File: src/design/iot_defines.svh
`ifndef IOT_DEFINES_SVH
`define IOT_DEFINES_SVH

// ****************************************
// Register byte addresses
// ****************************************
`define IOT_OFS_STATUS   8'h00
`define IOT_OFS_MASK     8'h04
`define IOT_OFS_RELOAD   8'h08
`define IOT_OFS_CAPTURE  8'h0c
`define IOT_OFS_T2CTL    8'hc8
`define IOT_OFS_IOCTL    8'hf8

// ****************************************
// Field positions and reset values
// ****************************************
`define IOT_IO_FLOAT     0
`define IOT_IO_HZ_BASE   1
`define IOT_IO_PULL      4
`define IOT_IO_RXERR     5
`define IOT_IO_CHAIN     6
`define IOT_IO_RSVD      7
`define IOT_IO_WMASK     8'h5f
`define IOT_T2_CPRL      0
`define IOT_T2_SRC       1
`define IOT_T2_RUN       2
`define IOT_T2_EXEN      3
`define IOT_T2_SERIAL_TX_CLOCK_SELECT      4
`define IOT_T2_RCLK      5
`define IOT_T2_WMASK     8'h3f
`define IOT_RST_BYTE     8'h00
`define IOT_RST_HALF     16'h0000
`define IOT_RST_WORD     32'h0000_0000

// ****************************************
// Crystal dividers
// ****************************************
`define IOT_DIV_TIMER    4'hc
`define IOT_DIV_BAUD     4'h2

`endif

File: src/design/iot_pkg.sv
package iot_pkg;

  // ****************************************
  // Event carrier, one bit per sticky status flag
  // ****************************************
  typedef struct packed {
    logic ext_trigger;
    logic t2_overflow;
    logic chain_carry;
    logic rx_error;
  } iot_evt_t;

endpackage : iot_pkg

File: src/design/iot_ctrl.sv
`timescale 1ns/10ps
`include "iot_defines.svh"
// How it works
// Float bit clear keeps ports driving; set floats them in any power-down.
// Each high-impedance bit turns port one, two or three into an input.
// Chain bit joins timers zero and one; its carry sets timer one overflow.
// The top bit of port control always reads zero; software writes zero.
// Clock-source bit picks crystal divided by 12 or 2, or the pin.
// Timer two counts while its run bit is one, holds otherwise; an enabled external reload still loads it while the run bit is zero.
// Timer two external control input is ignored unless its enable bit is set.
// Transmit clock select bit chooses the serial transmit clock source.
// Overrun or framing error sets the receive error flag until software clears.
// Capture or reload select applies only when no serial clock bit is set.
module iot_ctrl
  import iot_pkg::*;
#(
  parameter int ADDR_W = 8
) (
  // APB slave
  input  wire logic              pclk,
  input  wire logic              presetn,
  input  wire logic              psel,
  input  wire logic              penable,
  input  wire logic              pwrite,
  input  wire logic [ADDR_W-1:0] paddr,
  input  wire logic [31:0]       pwdata,
  output logic                   pready,
  output logic [31:0]            prdata,
  output logic                   pslverr,
  // Core status
  input  wire logic              soft_power_down,
  input  wire logic              hard_power_down,
  input  wire logic              rx_overrun,
  input  wire logic              rx_framing,
  input  wire logic              timer_one_run,
  input  wire logic              timer_one_carry,
  input  wire logic              timer_one_overflow_clr,
  // Pins
  input  wire logic              timer_two_count_in,
  input  wire logic              timer_two_ext_control_in,
  // Controls out
  output logic [3:0]             port_out_en,
  output logic                   strong_pullup_off,
  output logic                   timer_one_overflow,
  output logic                   serial_tx_clock,
  output logic                   irq
);

  // ****************************************
  // Bus decode
  // ****************************************
  logic [7:0]  io_port_control_q;
  logic [7:0]  timer_two_control_q;
  logic [3:0]  status_q;
  logic [3:0]  mask_q;
  logic [15:0] reload_q;
  logic [15:0] capture_q;
  logic [15:0] count_q;
  logic [31:0] chain_q;
  logic        pready_q;
  logic [31:0] prdata_q;
  logic        pslverr_q;
  logic        access;
  logic        wr;
  logic        hit;
  logic [31:0] rd_d;

  assign access = psel && penable && !pready_q;
  assign wr     = psel && penable && pready_q && pwrite;

  always_comb begin
    hit  = 1'b1;
    rd_d = `IOT_RST_WORD;
    unique case (paddr)
      `IOT_OFS_STATUS:  rd_d[3:0] = status_q;
      `IOT_OFS_MASK:    rd_d[3:0] = mask_q;
      `IOT_OFS_RELOAD:  rd_d[15:0] = reload_q;
      `IOT_OFS_CAPTURE: rd_d[15:0] = capture_q;
      `IOT_OFS_T2CTL:   rd_d[7:0] = timer_two_control_q;
      `IOT_OFS_IOCTL:   rd_d[7:0] = io_port_control_q & ~(8'h01 << `IOT_IO_RSVD);
      default:          hit = 1'b0;
    endcase
  end

  // One wait state: data is registered on the same edge that pready rises.
  always_ff @(posedge pclk or negedge presetn) begin
    if (!presetn) begin
      pready_q  <= 1'b0;
      prdata_q  <= `IOT_RST_WORD;
      pslverr_q <= 1'b0;
    end else begin
      pready_q  <= access;
      pslverr_q <= access && !hit;
      if (access && !pwrite) begin
        prdata_q <= rd_d;
      end
    end
  end

  assign pready  = pready_q;
  assign prdata  = prdata_q;
  assign pslverr = pslverr_q;

  // ****************************************
  // Pin synchronisers
  // ****************************************
  logic [2:0] cnt_sync_q;
  logic [2:0] ext_sync_q;
  logic       cnt_lvl_q;
  logic       ext_lvl_q;
  logic       cnt_fall;
  logic       ext_fall;

  always_ff @(posedge pclk or negedge presetn) begin
    if (!presetn) begin
      cnt_sync_q <= 3'h0;
      ext_sync_q <= 3'h0;
      cnt_lvl_q  <= 1'b0;
      ext_lvl_q  <= 1'b0;
    end else begin
      cnt_sync_q <= {cnt_sync_q[1:0], timer_two_count_in};
      ext_sync_q <= {ext_sync_q[1:0], timer_two_ext_control_in};
      if (cnt_sync_q[1] == cnt_sync_q[2]) begin
        cnt_lvl_q <= cnt_sync_q[2];
      end
      if (ext_sync_q[1] == ext_sync_q[2]) begin
        ext_lvl_q <= ext_sync_q[2];
      end
    end
  end

  // Both pins act on a filtered falling edge.
  assign cnt_fall = cnt_lvl_q && (cnt_sync_q[1] == cnt_sync_q[2]) && !cnt_sync_q[2];
  assign ext_fall = ext_lvl_q && (ext_sync_q[1] == ext_sync_q[2]) && !ext_sync_q[2];

  // ****************************************
  // Crystal prescaler
  // ****************************************
  logic [3:0] div12_q;
  logic [3:0] div2_q;
  logic       tick12;
  logic       tick2;

  assign tick12 = (div12_q == `IOT_DIV_TIMER - 4'h1);
  assign tick2  = (div2_q == `IOT_DIV_BAUD - 4'h1);

  always_ff @(posedge pclk or negedge presetn) begin
    if (!presetn) begin
      div12_q <= 4'h0;
      div2_q  <= 4'h0;
    end else begin
      div12_q <= tick12 ? 4'h0 : div12_q + 4'h1;
      div2_q  <= tick2 ? 4'h0 : div2_q + 4'h1;
    end
  end

  // ****************************************
  // Timer two
  // ****************************************
  logic baud_mode;
  logic capture_mode;
  logic t2_tick;
  logic t2_step;
  logic t2_wrap;
  logic ext_trig;

  assign baud_mode    = timer_two_control_q[`IOT_T2_SERIAL_TX_CLOCK_SELECT] || timer_two_control_q[`IOT_T2_RCLK];
  assign capture_mode = timer_two_control_q[`IOT_T2_CPRL] && !baud_mode;
  // Baud generation runs the crystal at divide by 2, otherwise by 12.
  assign t2_tick = timer_two_control_q[`IOT_T2_SRC] ? cnt_fall
                 : (baud_mode ? tick2 : tick12);
  assign t2_step = timer_two_control_q[`IOT_T2_RUN] && t2_tick;
  assign t2_wrap = t2_step && (count_q == 16'hffff);
  assign ext_trig = timer_two_control_q[`IOT_T2_EXEN] && ext_fall;

  always_ff @(posedge pclk or negedge presetn) begin
    if (!presetn) begin
      count_q <= `IOT_RST_HALF;
    end else if (ext_trig && !capture_mode && !baud_mode) begin
      count_q <= reload_q;
    end else if (t2_wrap) begin
      count_q <= capture_mode ? `IOT_RST_HALF : reload_q;
    end else if (t2_step) begin
      count_q <= count_q + 16'h0001;
    end
  end

  always_ff @(posedge pclk or negedge presetn) begin
    if (!presetn) begin
      capture_q <= `IOT_RST_HALF;
    end else if (ext_trig && capture_mode) begin
      capture_q <= count_q;
    end
  end

  always_ff @(posedge pclk or negedge presetn) begin
    if (!presetn) begin
      reload_q <= `IOT_RST_HALF;
    end else if (wr && paddr == `IOT_OFS_RELOAD) begin
      reload_q <= pwdata[15:0];
    end
  end

  // ****************************************
  // Chained 32-bit counter
  // ****************************************
  logic chain_step;
  logic chain_carry;

  assign chain_step  = io_port_control_q[`IOT_IO_CHAIN] && timer_one_run && tick12;
  assign chain_carry = chain_step && (chain_q == 32'hffff_ffff);

  always_ff @(posedge pclk or negedge presetn) begin
    if (!presetn) begin
      chain_q <= `IOT_RST_WORD;
    end else if (chain_step) begin
      chain_q <= chain_q + 32'h0000_0001;
    end
  end

  // Set wins over the core's clear so no carry is lost.
  always_ff @(posedge pclk or negedge presetn) begin
    if (!presetn) begin
      timer_one_overflow <= 1'b0;
    end else if (chain_carry) begin
      timer_one_overflow <= 1'b1;
    end else if (timer_one_overflow_clr) begin
      timer_one_overflow <= 1'b0;
    end
  end

  // ****************************************
  // Control registers
  // ****************************************
  logic rx_err;
  assign rx_err = rx_overrun || rx_framing;

  always_ff @(posedge pclk or negedge presetn) begin
    if (!presetn) begin
      io_port_control_q <= `IOT_RST_BYTE;
    end else begin
      if (wr && paddr == `IOT_OFS_IOCTL) begin
        io_port_control_q <= pwdata[7:0] & `IOT_IO_WMASK;
        io_port_control_q[`IOT_IO_RXERR] <= io_port_control_q[`IOT_IO_RXERR]
                                           && pwdata[`IOT_IO_RXERR];
      end
      if (rx_err) begin
        io_port_control_q[`IOT_IO_RXERR] <= 1'b1;
      end
    end
  end

  always_ff @(posedge pclk or negedge presetn) begin
    if (!presetn) begin
      timer_two_control_q <= `IOT_RST_BYTE;
    end else if (wr && paddr == `IOT_OFS_T2CTL) begin
      timer_two_control_q <= pwdata[7:0] & `IOT_T2_WMASK;
    end
  end

  // ****************************************
  // Port drive control
  // ****************************************
  logic powered_down;
  assign powered_down = soft_power_down || hard_power_down;

  always_ff @(posedge pclk or negedge presetn) begin
    if (!presetn) begin
      port_out_en[0] <= 1'b1;
    end else begin
      port_out_en[0] <= !(io_port_control_q[`IOT_IO_FLOAT] && powered_down);
    end
  end

  for (genvar g = 1; g < 4; g++) begin : g_port
    always_ff @(posedge pclk or negedge presetn) begin
      if (!presetn) begin
        port_out_en[g] <= 1'b1;
      end else begin
        port_out_en[g] <= !(io_port_control_q[`IOT_IO_FLOAT] && powered_down)
                          && !io_port_control_q[`IOT_IO_HZ_BASE + g - 1];
      end
    end
  end

  always_ff @(posedge pclk or negedge presetn) begin
    if (!presetn) begin
      strong_pullup_off <= 1'b0;
    end else begin
      strong_pullup_off <= io_port_control_q[`IOT_IO_PULL];
    end
  end

  // The transmit clock is a one-cycle overflow pulse, not a square wave.
  always_ff @(posedge pclk or negedge presetn) begin
    if (!presetn) begin
      serial_tx_clock <= 1'b0;
    end else begin
      serial_tx_clock <= timer_two_control_q[`IOT_T2_SERIAL_TX_CLOCK_SELECT] ? t2_wrap
                                                           : timer_one_carry;
    end
  end

  // ****************************************
  // Interrupts
  // ****************************************
  iot_evt_t evt;
  assign evt = '{ext_trigger: ext_trig, t2_overflow: t2_wrap,
                 chain_carry: chain_carry, rx_error: rx_err};

  always_ff @(posedge pclk or negedge presetn) begin
    if (!presetn) begin
      status_q <= 4'h0;
      mask_q   <= 4'h0;
      irq      <= 1'b0;
    end else begin
      if (wr && paddr == `IOT_OFS_MASK) begin
        mask_q <= pwdata[3:0];
      end
      if (wr && paddr == `IOT_OFS_STATUS) begin
        status_q <= (status_q & ~pwdata[3:0]) | evt;
      end else begin
        status_q <= status_q | evt;
      end
      irq <= |(status_q & mask_q);
    end
  end
endmodule : iot_ctrl

File: config.mk
export PLATFORM = sky130hd
export DESIGN_NAME = iot_ctrl
export DESIGN_NICKNAME = d
export VERILOG_FILES = /design/src/design/iot_pkg.sv /design/src/design/iot_ctrl.sv
export VERILOG_INCLUDE_DIRS = /design/src /design/src/design
export SDC_FILE = /design/constraint.sdc
export NUM_CORES = 1
export LEC_CHECK = 0
export ABC_AREA = 1
export BUFFER_PORTS_ARGS = -buffer_cell sky130_fd_sc_hd__buf_2
export CORE_MARGIN = 2
export CORE_UTILIZATION = 50
export DETAILED_ROUTE_END_ITERATION = 10
export PLACE_DENSITY = 0.72
export SLEW_MARGIN = 20
export SYNTH_ARGS = -nofsm -noshare
export SYNTH_HDL_FRONTEND = slang
export SYNTH_SLANG_ARGS = --single-unit
export TNS_END_PERCENT = 5
File: constraint.sdc
create_clock -name pclk -period 5 [get_ports pclk]
set_clock_uncertainty 0.15 [all_clocks]
set_input_delay 1 -clock pclk [delete_from_list [all_inputs] [get_ports pclk]]
set_output_delay 1 -clock pclk [all_outputs]
set_load 0.1 [all_outputs]
==> results by group <==
Routing
  • Starting DRT DRC Count: 480
  • Avg WL per Cell: 14.4 microns
  • Vias per cell: 5.23
  • DR pass1 iterations: 5
  • Wirelength, routed: 17000 microns
  • Vias: about 6200
  • Antenna-violating nets left: 0
  • Drt drc: 0

Logic synthesis
  • Synth warn: 0
  • Count leader, synth: nand2_1
  • Top area cells in the synthesized netlist: dfrtp_1, nand2_1, inv_1
  • Synth top area share: approximately 47%
  • Post-synthesis async set-or-reset flop share: 100%
  • Post-Syn Instances: 926
  • Yosys top cell by area: dfrtp_1
  • Mapped Area: 0.00734 sq mm
  • Number of synthesized register bits: 143
  • Avg Inst Size Synth: 7.93 sq um
  • Register area share after synthesis: 48.8%
  • Ys flop type: dfrtp_1
  • Cell variety after synth: 40
  • EDFF count, synth: 0
  • Commonest cells in the netlist: nand2_1, dfrtp_1, inv_1

Power
  • Pleak: about 4.3 nW
  • PwrDens: 336 mW/mm^2
  • Peak VDD IR: 0.246 mV

Layout
  • Core Util, Final: 57.8%
  • Layout cell share with drive strength beyond 1: 13.3%
  • Filler-free cell count of the finished design: 1184
  • Synthesis-to-finish area growth: 13.5%
  • Antenna Cells: 0
  • Nets@finish: 1045

STA
  • FMAX: 326 MHz
  • RSZ-0062 raised after global routing: no
  • Final setup violation count: 0
  • Final Cycle Share: 61.3%
  • Fin. Hold Viols: 0
  • Final slew viol count: 0
  • Rel. slew slack: a little under a third
  • Worst slew pin tran: 1020 ps
  • Setup_tns: 0 ps
  • Final min period: slightly above 3000 ps

Clock network
  • Post-CTS sizing: 0
  • H-Tree Depth: 4
  • CTS root buf: clkbuf_16
  • Post-cts hold buffer count: 0
  • CTS buffer count: 17
  • Register clock-pin slew on the reported worst setup and hold paths: approximately 60 ps
  • Clk Latency, worst-skew pair: 430 ps
  • CTS tree: built
  • Sink Count: 143
  • Setup Fix Bufs, Post-CTS: 0
  • Max clock buf depth: 2

Critical path
  • Worst endpoint required time: 5160 ps
  • Worst path buffer plus inverter count: 1
  • Critical Setup Path Class: flip-flop to flip-flop
  • Crit-path slowest cell: nand2_1
  • CP Max Fanout: 27
  • Crit-path cells: inv_1 -> nand2_1 -> nor2_2 -> nand2_1 -> mux2_2
  • Startpoint Class: flip-flop
  • CP delay by family, top: simple AND/OR/NAND/NOR gates
  • CP Capture Type: flip-flop
  • Max incr delay on CP: slightly above 800 ps
  • CP dominant cell by count: nand2_1
  • CP Data Arrival Time: 3220 ps

Die
  • Die Width: 125 microns
  • Starting Density: 50.9%
  • Die ar.: ~0.016 sq mm
  • Io pins: 96
  • Core Rows: 44
  • Die Y: 125 microns
  • Area of the core: 0.0144 sq mm

GRT
  • GRT overflow: 0
  • GRT Util Overall: 22.5%
  • Largest net degree at the start of global routing: 79
  • Global-route wire length before repair: 28300 microns
  • Initial antenna violation count: 0
  • Vias in the first global route: about 5800

Placement
  • IO Port Bufs: 63
  • GP Congestion: roughly 0.89
  • Hpwl dp: 11700 microns
  • Cells after DPL: 1153

Outcome
  • Status: finished clean

Hold path
  • Hold Path Class: flip-flop to flip-flop

Job
  • Maxcap violations: 0
-- report_power, final --
group / internal, W / total, W / switching, W / leakage [nW]
Combinational: 0.0000410 / 0.000306 / 0.000265 / 2.19
Sequential: 0.00118 / 0.00120 / 0.0000138 / 1.78
Clock: 0.000803 / 0.00130 / 0.000493 / 0.284
-- registers in the layout, indices dropped and copies added (netlist names) --
| register | flops |
|---|---|
| capture_q | 16 |
| chain_q | 32 |
| cnt_lvl_q | 1 |
| cnt_sync_q | 3 |
| count_q | 16 |
| div12_q | 4 |
| div2_q | 4 |
| ext_lvl_q | 1 |
| ext_sync_q | 3 |
| io_port_control_q | 7 |
| irq | 1 |
| mask_q | 4 |
| port_out_en | 4 |
| prdata | 16 |
| pready | 1 |
| pslverr | 1 |
| reload_q | 16 |
| serial_tx_clock | 1 |
| status_q | 4 |
| strong_pullup_off | 1 |
| timer_one_overflow | 1 |
| timer_two_control_q | 6 |
-- kinds of logic (layout without fill, tap and decap cells) --
logic type	after synthesis	count (layout)	synth area share, %
adders and majority gates	3	3	0.511
muxes	5	5	0.767
AOI/OAI and AO/OA	107	107	7.75
buffers and inverters	144	203	8.61
other	1	16	0.0511
and+or+nand+nor	480	480	28.4
xor gates and xnor gates	43	43	5.13
DFF	143	143	48.8
-- metal layers --
layer / vias up / GRT usage, % / part of all wire (%)
li1: 3016 / - / -
met1: 2943 / 30.7 / 45
met2: 204 / 35.8 / 47
met3: 34 / 4.75 / 6.3
met4: 0 / 8.04 / 2.0
met5: - / 0 / 0
-- cell type report --
class / count / area [sq um]
clock buffers: 20 / 457
clock inverters: 11 / 140
fillers: 1309 / 6090
inverters: 106 / 398
multi-input cells: 654 / 3180
flip-flops and latches: 143 / 3580
well taps: 184 / 230
repair buffers: 66 / 344
-- final timing paths --
| path | start | endpoint | slack [ps] | cells after the start |
|---|---|---|---|---|
| max | timer_two_control_q[4] | capture_q[8] | 1930 | 5 |
| min | ext_sync_q[0] | ext_sync_q[1] | 200 | 0 |
| max reg2reg | timer_two_control_q[4] | capture_q[8] | 1930 | 5 |
| min reg2reg | ext_sync_q[0] | ext_sync_q[1] | 200 | 0 |
| max in group asynchronous | presetn | reload_q[11] | 3340 | 2 |
| min in group asynchronous | presetn | mask_q[1] | 440 | 1 |
-- stage by stage --
stage	instance area [sq um]	setup slack [ps]	hold slack, ps	power (W)
after floorplan	7400	2750	181	0.00146
after global placement	7740	1740	182	0.00152
after detailed placement	7740	1720	190	0.00153
after CTS	8340	2040	203	0.00281
after global routing	8340	1830	216	0.00289
final	8340	1930	201	0.00280
-- layout by cell type, fill, tap and decap left out, types with 9 or more instances in the layout --
master     count
nor3_1        12
buf_2         62
inv_1        104
nand2_1      288
o21ai_0       49
nor2_1        98
dfrtp_1      139
nand3_1       24
clkbuf_16     17
nand4_1       28
conb_1        16
xor2_1        34
xnor2_1        9
a21oi_1       37
No activity file was read; power rests on OpenSTA's default activity.
